### config.mk
export PLATFORM = sky130hd
export DESIGN_NAME = memory_space_decoder
export DESIGN_NICKNAME = d
export VERILOG_FILES = /design/src/memory_space_decoder_pkg.sv /design/src/memory_space_decoder.sv /design/src/region_classifier.sv /design/src/vector_fetcher.sv
export VERILOG_INCLUDE_DIRS = /design/src
export SDC_FILE = /design/constraint.sdc
export NUM_CORES = 1
export LEC_CHECK = 0
export ABC_AREA = 1
export BUFFER_PORTS_ARGS = -buffer_cell sky130_fd_sc_hd__buf_2
export CAP_MARGIN = 20
export CORE_MARGIN = 2
export CORE_UTILIZATION = 50
export DETAILED_ROUTE_END_ITERATION = 12
export GPL_TIMING_DRIVEN = 0
export PLACE_DENSITY = 0.72
export SKIP_CTS_REPAIR_TIMING = 1
export SLEW_MARGIN = 20
export SYNTH_ARGS = -nofsm -noshare
export SYNTH_HDL_FRONTEND = slang
export SYNTH_HIERARCHICAL = 1
export SYNTH_SLANG_ARGS = --single-unit
### constraint.sdc
create_clock -name sys_clk -period 1.9 [get_ports sys_clk]
set_clock_uncertainty 0.05 [all_clocks]
set_input_delay 0.38 -clock sys_clk [delete_from_list [all_inputs] [get_ports sys_clk]]
set_output_delay 0.38 -clock sys_clk [all_outputs]
set_load 0.01 [all_outputs]
### src/memory_space_decoder_defs.svh
// Address map constants for the memory space decoder
`ifndef MEMORY_SPACE_DECODER_DEFS_SVH
`define MEMORY_SPACE_DECODER_DEFS_SVH

`define ADDR_W               20
`define VEC_BASE             20'h00000
`define VEC_LAST             20'h0007f
`define VEC_SWAP_BASE        20'h01000
`define TABLE_CALL_INSTRUCTION_BASE           20'h00080
`define TABLE_CALL_INSTRUCTION_LAST           20'h000bf
`define TABLE_CALL_INSTRUCTION_SWAP_BASE      20'h01080
`define OPT_BASE             20'h000c0
`define OPT_LAST             20'h000c3
`define OPT_SWAP_BASE        20'h010c0
`define SECID_BASE           20'h000c4
`define SECID_LAST           20'h000cd
`define SECID_SWAP_BASE      20'h010c4
`define SWAP_OFFSET          20'h01000
`define MIRROR_BASE          20'hf0000
`define XSFR_BASE            20'hf0000
`define XSFR_LAST            20'hf07ff
`define RAM_BASE             20'hfe900
`define RAM_LAST             20'hffeff
`define GPR_BASE             20'hffee0
`define GPR_LAST             20'hffeff
`define SFR_BASE             20'hfff00
`define SFR_LAST             20'hfffff
`define MIRROR_SEL_ADDR      20'hffffe
`define MIRROR_SEL_RESET     8'h00
`define MIRROR_BANK_BIT_POS  0
`define FLASH_BANK_BIT       16

`endif

### src/memory_space_decoder_pkg.sv
// Types shared by the memory space decoder modules
package memory_space_decoder_pkg;

	typedef enum logic [2:0] {
		REGION_NONE   = 3'b000,
		REGION_FLASH  = 3'b001,
		REGION_MIRROR = 3'b010,
		REGION_XSFR   = 3'b011,
		REGION_RAM    = 3'b100,
		REGION_GPR    = 3'b101,
		REGION_SFR    = 3'b110
	} region_e;

	typedef enum logic [2:0] {
		AREA_CODE   = 3'b000,
		AREA_VECTOR = 3'b001,
		AREA_TABLE_CALL_INSTRUCTION  = 3'b010,
		AREA_OPTION = 3'b011,
		AREA_SECID  = 3'b100
	} flash_area_e;

	typedef enum logic [1:0] {
		VEC_IDLE = 2'b00,
		VEC_LOW  = 2'b01,
		VEC_HIGH = 2'b10,
		VEC_DONE = 2'b11
	} vec_state_e;

endpackage : memory_space_decoder_pkg

### src/memory_space_decoder.sv
// Memory space decoder: region decode, mirror window and vector reads
`timescale 1ns/1ps
`include "memory_space_decoder_defs.svh"

module memory_space_decoder
	import memory_space_decoder_pkg::*;
#(
	parameter int FLASH_BYTES = 131072,
	parameter int NUM_SOURCES = 64
) (
	// Clock and reset
	input  wire logic        sys_clk,
	input  wire logic        rstn,
	// Boot swap selection
	input  wire logic        boot_swap,
	// CPU access request
	input  wire logic        acc_valid,
	input  wire logic [19:0] acc_addr,
	input  wire logic        acc_fetch,
	input  wire logic        acc_write,
	input  wire logic [7:0]  acc_wdata,
	input  wire logic [7:0]  acc_bit_mask,
	// CPU access answer
	output logic             acc_done,
	output logic      [7:0]  acc_rdata,
	output logic             acc_error,
	// Vector request
	input  wire logic        vec_req,
	input  wire logic [5:0]  vec_source,
	input  wire logic        vec_table_call_instruction,
	output logic             vec_done,
	output logic      [19:0] vec_target,
	// Flash read port
	output logic             flash_rd,
	output logic      [19:0] flash_addr,
	input  wire logic [7:0]  flash_rdata,
	// Other target strobes
	output logic             ram_sel,
	output logic             gpr_sel,
	output logic             sfr_sel,
	output logic             xsfr_sel,
	output logic      [19:0] target_addr,
	output logic             target_write,
	output logic      [7:0]  target_wdata,
	input  wire logic [7:0]  target_rdata,
	// Status
	output logic             mirror_bank_bit,
	output region_e          acc_region,
	output flash_area_e      acc_area
);

	initial begin
		if (NUM_SOURCES < 1 || NUM_SOURCES > 64)
			$error("NUM_SOURCES must lie in 1..64");
	end

	region_e     region;
	flash_area_e area;
	logic [7:0]  mirror_sel;
	logic        pend;
	logic        pend_flash;
	logic        pend_local;
	logic [19:0] vf_rd_addr;
	logic        vf_rd_en;
	logic [19:0] vf_target;
	logic        vf_done;

	region_classifier #(
		.FLASH_BYTES (FLASH_BYTES)
	) u_classifier (
		.addr        (acc_addr),
		.region      (region),
		.area        (area)
	);

	// Vector entry address: reset shares entry zero, swap moves the table
	wire [19:0] table_base = vec_table_call_instruction ?
		(boot_swap ? `TABLE_CALL_INSTRUCTION_SWAP_BASE : `TABLE_CALL_INSTRUCTION_BASE) :
		(boot_swap ? `VEC_SWAP_BASE : `VEC_BASE);
	wire [19:0] entry_off  = {13'h0000, vec_source, 1'b0};
	wire [19:0] entry_addr = table_base + entry_off;

	vector_fetcher u_vector (
		.sys_clk    (sys_clk),
		.rstn       (rstn),
		.start      (vec_req),
		.entry_addr (entry_addr),
		.rd_addr    (vf_rd_addr),
		.rd_en      (vf_rd_en),
		.rd_data    (flash_rdata),
		.target     (vf_target),
		.done       (vf_done)
	);

	// Request classification
	wire is_mirror_reg = acc_addr == `MIRROR_SEL_ADDR;
	wire mirror_ok     = region == REGION_MIRROR && !acc_fetch
	                     && !acc_write;
	wire flash_ok      = region == REGION_FLASH && !acc_write;
	wire ram_ok        = region == REGION_RAM;
	wire gpr_ok        = region == REGION_GPR && !acc_fetch;
	wire sfr_ok        = region == REGION_SFR && !acc_fetch;
	wire xsfr_ok       = region == REGION_XSFR && !acc_fetch;
	wire bad_access    = !(mirror_ok || flash_ok || ram_ok || gpr_ok
	                     || sfr_ok || xsfr_ok);
	wire take          = acc_valid && !pend && !vf_rd_en;

	// Mirror window maps onto the selected bank
	wire [19:0] mirror_flash = {3'b000,
		mirror_sel[`MIRROR_BANK_BIT_POS], acc_addr[15:0]};

	// Bit writes touch only masked bits; byte writes use a full mask
	wire [7:0] next_mirror_sel = ((mirror_sel & ~acc_bit_mask)
		| (acc_wdata & acc_bit_mask)) & 8'h01;

	// Mirror select register, only the bank bit is implemented
	always_ff @(posedge sys_clk or negedge rstn) begin
		if (!rstn)
			mirror_sel <= `MIRROR_SEL_RESET;
		else if (take && acc_write && is_mirror_reg)
			mirror_sel <= next_mirror_sel;
	end

	// Access sequencing: registered decode, answer one cycle later
	always_ff @(posedge sys_clk or negedge rstn) begin
		if (!rstn) begin
			pend       <= 1'b0;
			pend_flash <= 1'b0;
			pend_local <= 1'b0;
		end else begin
			pend       <= take;
			pend_flash <= take && (mirror_ok || flash_ok);
			pend_local <= take && is_mirror_reg;
		end
	end

	// Strobes to memories and peripherals
	always_ff @(posedge sys_clk or negedge rstn) begin
		if (!rstn) begin
			ram_sel      <= 1'b0;
			gpr_sel      <= 1'b0;
			sfr_sel      <= 1'b0;
			xsfr_sel     <= 1'b0;
			target_addr  <= 20'h00000;
			target_write <= 1'b0;
			target_wdata <= 8'h00;
			acc_region   <= REGION_NONE;
			acc_area     <= AREA_CODE;
		end else begin
			ram_sel      <= take && ram_ok;
			gpr_sel      <= take && gpr_ok;
			sfr_sel      <= take && sfr_ok && !is_mirror_reg;
			xsfr_sel     <= take && xsfr_ok;
			target_write <= take && acc_write && !bad_access;
			if (take) begin
				target_addr  <= acc_addr;
				target_wdata <= acc_wdata;
				acc_region   <= region;
				acc_area     <= area;
			end
		end
	end

	// Flash port shared between vector reads and CPU reads
	always_ff @(posedge sys_clk or negedge rstn) begin
		if (!rstn) begin
			flash_rd   <= 1'b0;
			flash_addr <= 20'h00000;
		end else if (vf_rd_en) begin
			flash_rd   <= 1'b1;
			flash_addr <= vf_rd_addr;
		end else if (take && (mirror_ok || flash_ok)) begin
			flash_rd   <= 1'b1;
			flash_addr <= mirror_ok ? mirror_flash : acc_addr;
		end else begin
			flash_rd   <= 1'b0;
		end
	end

	// Answer to the CPU, error on fetch, write or unmapped read where not served
	always_ff @(posedge sys_clk or negedge rstn) begin
		if (!rstn) begin
			acc_done  <= 1'b0;
			acc_rdata <= 8'h00;
			acc_error <= 1'b0;
		end else begin
			acc_done <= pend;
			if (pend)
				acc_rdata <= pend_local ? mirror_sel :
				             pend_flash ? flash_rdata : target_rdata;
			if (take)
				acc_error <= bad_access;
			else if (pend)
				acc_error <= acc_error;
			else
				acc_error <= 1'b0;
		end
	end

	// Vector results and the visible bank selection
	always_ff @(posedge sys_clk or negedge rstn) begin
		if (!rstn) begin
			vec_done        <= 1'b0;
			vec_target      <= 20'h00000;
			mirror_bank_bit <= 1'b0;
		end else begin
			vec_done        <= vf_done;
			mirror_bank_bit <= mirror_sel[`MIRROR_BANK_BIT_POS];
			if (vf_done)
				vec_target <= vf_target;
		end
	end

endmodule : memory_space_decoder

### src/region_classifier.sv
// Combinational classification of a 20-bit address into a region
`timescale 1ns/1ps
`include "memory_space_decoder_defs.svh"

module region_classifier
	import memory_space_decoder_pkg::*;
#(
	parameter int FLASH_BYTES = 131072
) (
	// Address under test
	input  wire logic [19:0] addr,
	// Classification
	output region_e          region,
	output flash_area_e      area
);

	initial begin
		if (FLASH_BYTES < 256 || FLASH_BYTES > 131072)
			$error("FLASH_BYTES out of range");
	end

	localparam logic [19:0] FLASH_LAST = 20'(FLASH_BYTES - 1);

	// Low copy or boot swap copy of the reserved areas
	wire [19:0] low_addr   = addr - `SWAP_OFFSET;
	wire        in_swap    = addr >= `SWAP_OFFSET && low_addr <= `SECID_LAST;
	wire [19:0] rsv_addr   = in_swap ? low_addr : addr;

	wire in_sfr   = addr >= `SFR_BASE;
	wire in_gpr   = addr >= `GPR_BASE && addr <= `GPR_LAST;
	wire in_ram   = addr >= `RAM_BASE && addr <= `RAM_LAST;
	wire in_xsfr  = addr >= `XSFR_BASE && addr <= `XSFR_LAST;
	wire in_mir   = addr >= `MIRROR_BASE;
	wire in_flash = addr <= FLASH_LAST;

	// Register and RAM regions override the mirror window
	assign region = in_sfr   ? REGION_SFR :
	                in_gpr   ? REGION_GPR :
	                in_ram   ? REGION_RAM :
	                in_xsfr  ? REGION_XSFR :
	                in_mir   ? REGION_MIRROR :
	                in_flash ? REGION_FLASH : REGION_NONE;

	// Reserved areas at the bottom of flash, and their swap copies
	assign area = !in_flash                  ? AREA_CODE :
	              rsv_addr <= `VEC_LAST      ? AREA_VECTOR :
	              rsv_addr <= `TABLE_CALL_INSTRUCTION_LAST    ? AREA_TABLE_CALL_INSTRUCTION :
	              rsv_addr <= `OPT_LAST      ? AREA_OPTION :
	              rsv_addr <= `SECID_LAST    ? AREA_SECID :
	              AREA_CODE;

endmodule : region_classifier

### src/vector_fetcher.sv
// Two-byte vector and table-call entry reader, low byte first
`timescale 1ns/1ps
`include "memory_space_decoder_defs.svh"

module vector_fetcher
	import memory_space_decoder_pkg::*;
(
	// Clock and reset
	input  wire logic        sys_clk,
	input  wire logic        rstn,
	// Request
	input  wire logic        start,
	input  wire logic [19:0] entry_addr,
	// Flash byte port
	output logic      [19:0] rd_addr,
	output logic             rd_en,
	input  wire logic [7:0]  rd_data,
	// Result
	output logic      [19:0] target,
	output logic             done
);

	vec_state_e state;
	vec_state_e next_state;
	logic [7:0] low_byte;

	// Sequencing of the two byte reads
	always_comb begin
		next_state = state;
		case (state)
			VEC_IDLE: if (start) next_state = VEC_LOW;
			VEC_LOW:  next_state = VEC_HIGH;
			VEC_HIGH: next_state = VEC_DONE;
			VEC_DONE: next_state = VEC_IDLE;
			default:  next_state = VEC_IDLE;
		endcase
	end

	// Even address first, then the odd one
	always_ff @(posedge sys_clk or negedge rstn) begin
		if (!rstn) begin
			state    <= VEC_IDLE;
			rd_addr  <= 20'h00000;
			rd_en    <= 1'b0;
			low_byte <= 8'h00;
			target   <= 20'h00000;
			done     <= 1'b0;
		end else begin
			state <= next_state;
			rd_en <= (state == VEC_IDLE && start) || state == VEC_LOW;
			// Done rises on the same edge as the target capture so the result is ready with it
			done  <= state == VEC_DONE;
			if (state == VEC_IDLE && start)
				rd_addr <= {entry_addr[19:1], 1'b0};
			if (state == VEC_LOW)
				rd_addr <= {rd_addr[19:1], 1'b1};
			if (state == VEC_HIGH)
				low_byte <= rd_data;
			if (state == VEC_DONE)
				target <= {4'h0, rd_data, low_byte};
		end
	end

endmodule : vector_fetcher
After elaboration in Yosys (flattened, before gate mapping)
Cells that the tools add are included.
Storage, ports and cells
  flip-flop bits (word level): 134
  input port bits: 66
  output and inout bits: 92
  word-level logic and storage cells: 127
Operators by class
  add/sub/neg operators: 2
  $lt $le $gt $ge: 13
  equal/unequal tests: 12
  muxes and demuxes: 28
  bitwise logic cells: 5
  reductions and logical operators: 39
Operators by type and width (number)
  greater-or-equal comparator 20 bit, second input constant: 4
  <= comparator 20 x 8 -> 1 bit, second input constant: 4
  2-to-1 mux 20 bit: 4
  <= comparator 20 bit, second input constant: 2
  2-to-1 mux 13 bit: 3
  2-to-1 mux 3 bit: 10
  logical AND 1 bit: 23
  equality test 20 bit, second input constant: 1
  greater-or-equal comparator 20 x 13 -> 1 bit, second input constant: 1
  <= comparator 20 x 17 -> 1 bit, second input constant: 1
  <= comparator 20 x 7 -> 1 bit, second input constant: 1
  subtractor 20 x 13 -> 20 bit, second input constant: 1
  2-to-1 mux 8 bit: 2
  adder 13 x 7 -> 14 bit: 1
  equality test 3 bit, second input constant: 3
  case mux 2 bit (4 select lines): 1
  2-to-1 mux 1 bit: 7
  equality test 3 x 2 -> 1 bit, second input constant: 2
  logical NOT 1 bit: 6
  logical OR 1 bit: 6
  equality test 2 bit, second input constant: 2
  nonzero test 2 bit: 2
  equality test 3 x 1 -> 1 bit, second input constant: 1
  AND 1 bit: 2
  8 further kinds: 9

Logic depth before layout (Yosys ltp)
Gate-level depths: netlist of the first run.
  word-level depth: 17
  mapped depth: 16
  depth with buffers taken out: 15

Hierarchy
Netlist of the first run, hierarchy kept.
By module, submodules not included
  memory_space_decoder: times used 1, cells an instance 444, area an instance 4075.2 um2, sequential area each 2402.3 um2
  vector_fetcher: times used 1, cells an instance 204, area an instance 1943.1 um2, sequential area each 1201.2 um2
  region_classifier: times used 1, cells an instance 97, area an instance 515.5 um2, sequential area each 0.0 um2

Worst setup path after synthesis of the first run
No wires, ideal clock.
  path kind: input port to flip-flop
  start: in acc_addr[13]
  end: reg flash_addr[16]
  setup time: 0.117 ns
  arrival: 1.984 ns
  required time: 1.733 ns
  setup slack: -0.251 ns
  stages on the path: 13
  buffers on the path: 1
  path through: inv_1 ha_1 nand2_1 or4_1 nand3_1 nand2_1 nand2_1 nand3_2 nand2_4 inv_2 buf_6 nand2_1 nand2_1
Between the ends
  longest elaborated chain between the ends: 13
  elaborated cells on any way between the ends: 27
  classes of those cells: order compare: 7; eq/ne: 2; mux: 9; reduce/logical: 9
RTL lines
  start, declared: line memory_space_decoder.sv:18  | input wire logic [19:0] acc_addr,
  <= comparator 20 x 17 -> 1 bit: line region_classifier.sv:34  | wire in_flash = addr <= FLASH_LAST;
  2-to-1 mux 1 bit: line region_classifier.sv:42  | in_flash ? REGION_FLASH : REGION_NONE;
  2-to-1 mux 3 bit: line region_classifier.sv:41  | in_mir ? REGION_MIRROR :
  2-to-1 mux 3 bit: line region_classifier.sv:40  | in_xsfr ? REGION_XSFR :
  2-to-1 mux 3 bit: line region_classifier.sv:39  | in_ram ? REGION_RAM :
  2-to-1 mux 3 bit: line region_classifier.sv:38  | in_gpr ? REGION_GPR :
  2-to-1 mux 3 bit (*): line region_classifier.sv:37  | assign region = in_sfr ? REGION_SFR :
  named net region[0]: line memory_space_decoder.sv:57  | region_e region;
  equality test 3 x 2 -> 1 bit: line memory_space_decoder.sv:97  | wire mirror_ok = region == REGION_MIRROR && !acc_fetch
  logical AND 1 bit: line memory_space_decoder.sv:97
  logical AND 1 bit: line memory_space_decoder.sv:98  | && !acc_write;
  2-to-1 mux 20 bit / logical OR 1 bit (equally long branches): line memory_space_decoder.sv:174, memory_space_decoder.sv:172
  2-to-1 mux 20 bit / logical AND 1 bit (equally long branches): line memory_space_decoder.sv:172  | end else if (take && (mirror_ok || flash_ok)) begin
  2-to-1 mux 20 bit / nonzero test 2 bit (equally long branches)
  end signal, assigned: line memory_space_decoder.sv:171  | flash_addr <= vf_rd_addr;
  end signal, assigned: line memory_space_decoder.sv:174  | flash_addr <= mirror_ok ? mirror_flash : acc_addr;
  end, declared: line memory_space_decoder.sv:35  | output logic [19:0] flash_addr,
Mark *: on every way through the listed nets, which the timed path passes. The rest lies on a longest branch. The select of a mux whose other input is x is not followed.
A chain may end at the register's enable or synchronous reset.

Worst setup path after layout of the first run
  start: in acc_addr[17]
  end: reg flash_addr[2]
Between the ends
  longest elaborated chain between the ends: 13
  elaborated cells on any way between the ends: 24
  classes of those cells: order compare: 7; eq/ne: 2; mux: 6; reduce/logical: 9
RTL lines (line)
  <= comparator 20 x 17 -> 1 bit: region_classifier.sv:34
  2-to-1 mux 1 bit: region_classifier.sv:42
  2-to-1 mux 3 bit: region_classifier.sv:41
  2-to-1 mux 3 bit: region_classifier.sv:40
  2-to-1 mux 3 bit: region_classifier.sv:39
  2-to-1 mux 3 bit: region_classifier.sv:38
  2-to-1 mux 3 bit (*): region_classifier.sv:37
  named net region[0]: memory_space_decoder.sv:57
  equality test 3 x 2 -> 1 bit: memory_space_decoder.sv:97
  logical AND 1 bit: memory_space_decoder.sv:97
  logical AND 1 bit: memory_space_decoder.sv:98
  logical OR 1 bit (*): memory_space_decoder.sv:172
  logical AND 1 bit (*): memory_space_decoder.sv:172
  nonzero test 2 bit (no source line) (*)
Mark *: on every way through the listed nets, which the timed path passes. The rest lies on a longest branch.

==> results of run 1 <==
[cell usage in the layout, fill, tap and decap left out, types with 3 or more instances in the layout]
cell type   count
a21oi_1        10
clkinvlp_4      3
nand3_4         4
dfrtp_1       144
nor2_4          7
inv_2           6
inv_6           5
mux2_2         20
nand3_1        12
clkbuf_1        7
nor3_1          7
clkbuf_16      18
nand2_1       251
nand2_2         5
nand4_1        26
nor2_1         40
nor2_2          3
o21ai_1         7
inv_1          68
nand2_4         7
buf_6          11
bufinv_16       3
conb_1         15
ha_1            8
buf_2         158
o21ai_0        62
nand3_2         3
buf_4          16
[worst min path at each step]
stage                       start                         end  cells after the start  slack [ns]
global route         acc_wdata[6]             target_wdata[6]                      3        0.11
floorplan                    rstn  asynchronous set/reset pin                      0        0.03
detailed placement           rstn           u_vector/state[1]                      1        0.31
global placement    u_vector/done                    vec_done                      0        0.32
CTS                          rstn        u_vector/rd_addr[14]                      1       -0.14
finish               acc_wdata[6]             target_wdata[6]                      3        0.11
[metal layers]
| metal | wire (um) | track usage [%] |
|---|---|---|
| met1 | 7510 | 33.2 |
| met2 | 8150 | 39.7 |
| met3 | 740 | 3.96 |
| met4 | 348 | 9.71 |
| met5 | 0 | 0 |
[flip-flops by register name, summed over array words and instances (netlist names), 2 cells and up, named ones only]
register,cells
u_vector/target,16
acc_rdata,8
flash_addr,20
acc_area,3
u_vector/low_byte,8
u_vector/state,2
u_vector/rd_addr,20
vec_target,20
acc_region,3
target_addr,20
target_wdata,8
[cell families (layout without fill, tap and decap cells)]
| family | Yosys count | after routing | share of synthesized area [%] |
|---|---|---|---|
| muxes | 21 | 21 | 3.60 |
| buffers and inverters | 111 | 306 | 7.68 |
| other | 2 | 15 | 0.115 |
| DFF | 144 | 144 | 55.2 |
| AOI/OAI and AO/OA | 84 | 84 | 6.65 |
| adders and majority gates | 9 | 9 | 1.72 |
| and+or+nand+nor | 374 | 374 | 25.1 |
[stage by stage]
| step | setup TNS, ns | util (%) | instance area, um2 | power, W | instances |
|---|---|---|---|---|---|
| after global placement | -250.16 | 60.0 | 7600 | 0.00958 | 1080 |
| after floorplan | -2.43 | - | 6640 | 0.00790 | 758 |
| final | 0 | 67.1 | 8500 | 0.0133 | 1125 |
| after CTS | -3.45 | 65.0 | 8240 | 0.0132 | 1112 |
| after global routing | -0.723 | 67.1 | 8500 | 0.0142 | 1125 |
| after detailed placement | -13.77 | 60.3 | 7640 | 0.00974 | 1081 |
[worst max-delay path, cell delays in order]
cell,delay [ns]
clkbuf_4,0.15
nand2_4,0.06
nor2_4,0.12
inv_2,0.07
or4_4,0.55
nand3_4,0.12
nand2_4,0.08
nand2_4,0.08
nand3_4,0.08
nand2_4,0.13
inv_6,0.06
buf_4,0.16
nand2_1,0.05
nand2_1,0.05
[power groups by stage]
stage                     registers (W)  logic, W  clock network [W]
after floorplan                 0.00543   0.00247                  0
after detailed placement        0.00512   0.00463                  0
after CTS                       0.00508   0.00466            0.00344
after global placement          0.00508   0.00450                  0
final                           0.00509   0.00481            0.00340
after global routing            0.00525   0.00538            0.00355
[layout make-up]
class / instances / area, um2
well taps: 172 / 215
repair buffers: 164 / 946
inverters: 78 / 324
fillers: 1037 / 4170
clock buffers: 19 / 443
clock inverters: 12 / 158
multi-input cells: 503 / 2600
plain buffers: 33 / 211
flip-flops and latches: 144 / 3600
==> reports/qor.txt, run 1 <==
Status: finished, final reports clean
DRC: 0
Logic gate share of total power: 36.2%
Switching Fraction: 36.5%
Synth area leader: dfrtp_1
Power Dens Cells: 1560 mW/mm2
Peak Freq: 529 MHz
Psw: 0.00485 W
Max-cap violations: 0
Die Span X: 118 um
DIE HEIGHT: 118 um
Initial antenna violation count: 0
I/O Buffers: 150
Synth Instances: 745
Most frequent cells after synthesis: nand2_1 (258), dfrtp_1 (144), inv_1 (73), o21ai_0 (63), nor2_1 (44)
CP arrival: 2.15 ns
Clk Latency, worst-skew pair: 0.42 ns
Via Count: 5598
First-pass GRT wire length: 27.1 mm
Die area: 0.0140 mm2
Flop2flop setup slack: 0.35 ns
Drt wl/cell: 14.9 um
Gr ovfl total: 0
Yosys warning total: 6
Slew Limit Fails: 0
Clk slew on worst S/H paths: 0.06 ns
Post-synth ARST share: 100%
Syn-to-layout area delta: 30.2%
DRT antenna net count: 0
EDFF count, synth: 0
Num ports: 158
R2R cell count: 9
Setup crit start: acc_addr[17]
Final setup vio count: 0
Min-Delay Path Class: in2reg
Top cell type's share of synthesized area: 55.2%
CP required: 2.16 ns
Vias in the first global route: 5431
Post-synthesis sequential area ratio: 55.2%
Flops & latches, synth: 144
Setup slack at placement: -0.619 ns
Final Hold Viols: 0
Core ar.: 0.0127 mm2
Routed wire length: 16.7 mm
Starting DRT DRC Count: 383
Final #Nets: 1016
Most frequent cell after synthesis: nand2_1
CP Capture Type: register
Post-route minimum period: 1.89 ns
Clock network fraction of design power: 25.6%
Row cnt: 41
Period utilization: 99.4%
Initial Util: 51.6%
WHS: 0.111 ns
Synth Area per Inst: 8.77 um2
Largest net degree at the start of global routing: 83
# diodes: 0
Crit path capture: flash_addr[2]
CP Launch Type: input pin
P_leak: 4.53 nW
Via density: 4.98
Main flop type after synthesis: dfrtp_1
Share of cells above drive strength 1: 30.0%
Post-synthesis cell type count: 37
Root Driver: clkbuf_16
Clock Path Buffers: 2
Final setup margin: 0.0107 ns
Mapped Area: 0.00653 mm2
Part of the power in registers: 38.3%
Detailed Routing Iterations Pass 1: 5
Top post-synthesis cells by area: dfrtp_1 (55%), nand2_1 (15%), o21ai_0 (4.8%)
Critical path class: in2reg
CTS tree: yes
Internal power: 0.00845 W
Crit Reg-Reg Endpoint: flash_addr[19]
Placer Congestion: 0.924
Global Route Usage Sum: 24.5%
VDD IR max: 711 uV
R2R Path Start: u_vector/rd_en
Total CTS buffers: 17
CTS sink count: 144
H-tree levels: 4
Crit-path max FO: 5
Post-DP HPWL: 12.0 mm
Power figures use the tool's default switching activity.
==> run 2, diff against run 1 <==
--- a/config.mk
+++ b/config.mk
@@ -7,13 +7,12 @@
 export NUM_CORES = 1
 export LEC_CHECK = 0
 export ABC_AREA = 1
-export BUFFER_PORTS_ARGS = -buffer_cell sky130_fd_sc_hd__buf_2
-export CAP_MARGIN = 20
 export CORE_MARGIN = 2
 export CORE_UTILIZATION = 50
 export DETAILED_ROUTE_END_ITERATION = 12
+export DONT_BUFFER_PORTS = 1
 export GPL_TIMING_DRIVEN = 0
-export PLACE_DENSITY = 0.72
+export PLACE_DENSITY = 0.62
 export SKIP_CTS_REPAIR_TIMING = 1
 export SLEW_MARGIN = 20
 export SYNTH_ARGS = -nofsm -noshare
==> reports/qor.txt, run 2 (same netlist as run 1, synthesis figures left out) <==
Critical path class: in2reg
Num ports: 158 (unchanged)
H-tree levels: 4 (unchanged)
Final instance area: 0.00752 mm2 (-12%)
Total CTS buffers: 17 (unchanged)
Psw: 0.00447 W (-7.9%)
Peak Freq: 558 MHz (+5.5%)
WHS: -0.395 ns (-0.505 ns)
Total power: 0.0123 W (-7.2%)
Syn-to-layout area delta: 15.1%
Core ar.: 0.0127 mm2 (unchanged)
DIE HEIGHT: 118 um (unchanged)
Initial Util: 51.6% (unchanged)
Clock network fraction of design power: 28.3% (+2.7 points)
First-pass GRT wire length: 25.4 mm (-6.5%)
CP Launch Type: input pin
Drt wl/cell: 16.4 um (+9.9%)
Crit-path max FO: 10 (+5)
Final core utilization: 59.4% (-7.8 points)
CP Capture Type: register
Row cnt: 41 (unchanged)
Clock Path Buffers: 2 (unchanged)
Logic gate share of total power: 25.6% (-11 points)
Clk Latency, worst-skew pair: 0.41 ns (about the same)
Post-DP HPWL: 11.7 mm (-2.7%)
Via density: 5.15 (+3.5%)
Internal power: 0.00788 W (-6.7%)
DRT antenna net count: 0 (unchanged)
VDD IR max: 809 uV (+14%)
Highest-count cells in the layout ignoring fill and taps: nand2_1 (254), dfrtp_1 (144), inv_1 (69), o21ai_0 (63), nor2_1 (42)
Root Driver: clkbuf_16
Share of cells above drive strength 1: 14.6% (-15 points)
CTS tree: yes
Commonest non-fill, non-tap cell in the layout: nand2_1
Flop2flop setup slack: 0.40 ns (+0.05 ns)
# diodes: 0 (unchanged)
Global Route Usage Sum: 23.3% (-1.2 points)
Gr ovfl total: 0 (unchanged)
Final setup vio count: 0 (unchanged)
Filler cell count: 1145 (+10%)
Setup crit start: acc_addr[17]
Die Span X: 118 um (unchanged)
CP arrival: 2.05 ns (-0.10 ns)
Slew Limit Fails: 0 (unchanged)
Min-Delay Path Class: in2async
Clk slew on worst S/H paths: 0.06 ns (about the same)
Switching Fraction: 36.2% (-0.28 points)
Placed cell area: 0.00685 mm2 (-10%)
Initial antenna violation count: 0 (unchanged)
Final #Nets: 856 (-16%)
Status: finished, violations left
Power Dens Cells: 1640 mW/mm2 (+5.0%)
Max-cap violations: 0 (unchanged)
Final Hold Viols: 144 (+144)
Setup slack at placement: -0.451 ns (+0.168 ns)
Final setup margin: 0.108 ns (+0.0978 ns)
R2R Path Start: u_vector/rd_en
Vias in the first global route: 4760 (-12%)
DRC: 0 (unchanged)
P_leak: 3.80 nW (-16%)
Detailed Routing Iterations Pass 1: 5 (unchanged)
Routed wire length: 15.8 mm (-5.6%)
Largest net degree at the start of global routing: 145 (+75%)
Placer Congestion: 0.884 (-4.3%)
Post-route minimum period: 1.79 ns (-0.0978 ns)
CTS sink count: 144 (unchanged)
Failing checks: negative hold slack
Via Count: 4974 (-11%)
Period utilization: 94.3% (-5.1 points)
CP required: 2.16 ns (about the same)
Starting DRT DRC Count: 359 (-6.3%)
Die area: 0.0140 mm2 (unchanged)
I/O Buffers: 0 (-100%)
Part of the power in registers: 46.2% (+7.9 points)
[run 2: cell types whose count changed in the layout (fill, tap and decap cells not counted), sizes merged]
cell      before  now
clkbuf        27   25
bufinv         3    4
clkinvlp       3    0
clkinv         4    7
buf          188   30
[run 2: path summary, 6_finish.rpt]
| check | end | cells past startpoint |
|---|---|---|
| max | flash_addr[3] | 13 |
| min | vec_done | 0 |
| max reg2reg | flash_addr[18] | 9 |
| min reg2reg | vec_done | 0 |
| max in group asynchronous | target_addr[4] | 0 |
| min in group sys_clk | target_addr[16] | 2 |
[run 2: area by class of cell]
cell class / instances / area (um2) / area share (%)
flip-flops and latches: 144 / 3600 / 47.9
repair buffers: 4 / 32.5 / 0.432
multi-input cells: 503 / 2530 / 33.6
well taps: 172 / 215 / 2.86
clock inverters: 13 / 184 / 2.45
clock buffers: 19 / 433 / 5.76
plain buffers: 33 / 208 / 2.76
inverters: 78 / 319 / 4.24
[run 2: power groups by stage]
| stage | Sequential, W | Combinational (W) | Clock (W) |
|---|---|---|---|
| floorplan | 0.00543 | 0.00247 | 0 |
| finish | 0.00570 | 0.00316 | 0.00349 |
| detailed placement | 0.00576 | 0.00314 | 0 |
| global placement | 0.00572 | 0.00301 | 0 |
| global route | 0.00585 | 0.00364 | 0.00370 |
| CTS | 0.00572 | 0.00315 | 0.00354 |
[run 2: worst max-delay path, stage by stage]
cell	delay, ns
nand2_1	0.07
nor2_2	0.17
inv_1	0.10
or4_1	0.47
nand3_4	0.15
nand2_2	0.09
nand2_2	0.08
nand3_2	0.11
nand2_4	0.12
inv_2	0.05
buf_6	0.13
nand2_1	0.07
nand2_1	0.05
[run 2: per-stage QoR]
stage                     cells  setup TNS [ns]
after global placement      930           -8.03
after detailed placement    930           -9.07
after CTS                   962          -0.240
after global routing        966        -0.00749
after floorplan             758           -2.43
final                       966               0
[run 2: per-layer routing]
metal | vias up | GRT usage [%] | wire, um | share of wire [%]
li1 | 2426 | - | - | -
met1 | 2366 | 31.2 | 7030 | 44
met2 | 155 | 36.1 | 7380 | 47
met3 | 27 | 6.76 | 1020 | 6.4
met4 | 0 | 8.96 | 384 | 2.4
met5 | - | 0 | 0 | 0
==> run 3, diff against run 2 <==
--- a/config.mk
+++ b/config.mk
@@ -8,11 +8,10 @@
 export LEC_CHECK = 0
 export ABC_AREA = 1
 export CORE_MARGIN = 2
-export CORE_UTILIZATION = 50
+export CORE_UTILIZATION = 25
 export DETAILED_ROUTE_END_ITERATION = 12
 export DONT_BUFFER_PORTS = 1
-export GPL_TIMING_DRIVEN = 0
-export PLACE_DENSITY = 0.62
+export PLACE_DENSITY = 0.35
 export SKIP_CTS_REPAIR_TIMING = 1
 export SLEW_MARGIN = 20
 export SYNTH_ARGS = -nofsm -noshare
==> reports/qor.txt, run 3 (same netlist as run 1, synthesis figures left out) <==
Status: finished, violations left
Failing checks: negative hold slack
WHS: -0.403 ns (-0.00795 ns)
CP Capture Type: register
Max-cap violations: 0 (unchanged)
VDD IR max: 476 uV (-41%)
CTS sink count: 144 (unchanged)
Peak Freq: 571 MHz (+2.2%)
Num ports: 158 (unchanged)
CP arrival: 2.02 ns (-0.03 ns)
Final instance area: 0.00779 mm2 (+3.5%)
Via Count: 4899 (-1.5%)
Final Hold Viols: 144 (unchanged)
Slew Limit Fails: 0 (unchanged)
Starting DRT DRC Count: 317 (-12%)
Syn-to-layout area delta: 19.2%
Placed cell area: 0.00713 mm2 (+4.0%)
I/O Buffers: 0 (unchanged)
Highest-count cells in the layout ignoring fill and taps: nand2_1 (254), dfrtp_1 (144), inv_1 (71), o21ai_0 (63)
Root Driver: clkbuf_16
Top Layer Used: met4
Worst slew pin tran: 0.535 ns
First-pass GRT wire length: 30.2 mm (+19%)
Routed wire length: 18.7 mm (+18%)
Crit-path slowest cell: or4_1
Clk Latency, worst-skew pair: 0.42 ns (about the same)
Largest net degree at the start of global routing: 145 (unchanged)
H-tree levels: 4 (unchanged)
Clock Path Buffers: 2 (unchanged)
# diodes: 0 (unchanged)
CP Launch Type: input pin
Final setup vio count: 0 (unchanged)
Critical path class: in2reg
Crit-path max FO: 8 (-2)
Final #Nets: 858 (+0.23%)
Max-slew headroom: 64.3%
Final core utilization: 30.1% (-29 points)
Global Route Usage Sum: 14.0% (-9.3 points)
Vias in the first global route: 5115 (+7.5%)
CP most frequent cell: nand3_1
Total CTS buffers: 17 (unchanged)
Placer Congestion: 0.787 (-11%)
Die Span X: 166 um (+40%)
Met2 wire len: 8.50 mm (+15%)
Post-route minimum period: 1.75 ns (-0.0388 ns)
Share of cells above drive strength 1: 16.5% (+1.8 points)
DRT antenna net count: 0 (unchanged)
Gr ovfl total: 0 (unchanged)
P_leak: 3.82 nW (+0.63%)
Post-DP HPWL: 13.2 mm (+13%)
DRC: 0 (unchanged)
Die area: 0.0274 mm2 (+96%)
Period utilization: 92.2% (-2.0 points)
Min-Delay Path Class: in2async
Initial antenna violation count: 0 (unchanged)
Detailed Routing Iterations Pass 1: 5 (unchanged)
Initial Util: 25.3% (-26 points)
Setup Total Neg Slack: 0 ns (unchanged)
Critical Path Max Stage Delay: 0.58 ns (+0.11 ns)
Met3 wire len: 1.38 mm (+36%)
Cells along the critical path: inv_6, ha_4, nand2_2, or4_1, nand3_4, inv_1, buf_4, nand2_1, nor2_2, buf_4, nand3_1, nand3_1, nand3_1, nand2_1
CP required: 2.16 ns (about the same)
Row cnt: 59 (+44%)
CTS tree: yes
Drt wl/cell: 16.5 um (+1.1%)
Clk slew on worst S/H paths: 0.08 ns (+0.02 ns)
Power Dens Cells: 1560 mW/mm2 (-5.0%)
Commonest non-fill, non-tap cell in the layout: nand2_1
Via density: 4.33 (-16%)
DIE HEIGHT: 166 um (+40%)
Total power: 0.0122 W (-1.6%)
Core ar.: 0.0258 mm2 (+100%)
Post-Route M1 WL: 8.59 mm (+22%)
[run 3: final timing paths]
check / startpoint / depth (start not counted) / slack [ns] / end
worst max-delay path: acc_addr[12] / 14 / 0.15 / flash_addr[16]
worst min-delay path: rstn / 0 / -0.40 / target_addr[1]
worst max register to register: u_vector/state[0] / 5 / 0.29 / u_vector/rd_addr[7]
worst min register to register: u_vector/rd_addr[5] / 2 / 0.43 / u_vector/rd_addr[5]
max in group asynchronous: rstn / 0 / 1.95 / u_vector/rd_addr[1]
min in group sys_clk: flash_rdata[2] / 2 / 0.02 / u_vector/target[10]
[run 3: cell type report]
cell class	instances	area [um2]
Fill cell	2778	18000
Clock inverter	15	170
Sequential cell	144	3600
Tap cell	335	419
Timing Repair Buffer	39	299
Inverter	78	327
Clock buffer	17	425
Multi-Input combinational cell	503	2540
[run 3: power by group]
part / total, W / leakage (nW) / internal [W] / switching, W
Clock: 0.00342 / 0.287 / 0.00188 / 0.00154
Combinational: 0.00300 / 1.76 / 0.00117 / 0.00183
Sequential: 0.00573 / 1.78 / 0.00441 / 0.00133
[run 3: critical path: cells and delay by family]
family | cells | cell delay [ns]
AND/OR/NAND/NOR | 9 | 1.15
adder cells (fa/ha/maj) | 1 | 0.12
buffers and inverters | 4 | 0.37
[run 3: stage by stage]
| stage | hold slack (ns) | setup slack, ns | instances |
|---|---|---|---|
| final | -0.403 | 0.147 | 1131 |
| after global routing | -0.433 | -0.00787 | 1131 |
| after CTS | -0.421 | 0.0351 | 1129 |
| after detailed placement | 0.0422 | -0.382 | 1097 |
| after global placement | 0.0400 | -0.362 | 1097 |
| after floorplan | 0.0344 | -0.125 | 758 |
[run 3: layer usage]
layer / vias up / GRT usage, %
met5: - / 0
met4: 0 / 3.67
met3: 16 / 5.02
met2: 130 / 21.9
met1: 2331 / 18.5
li1: 2422 / -
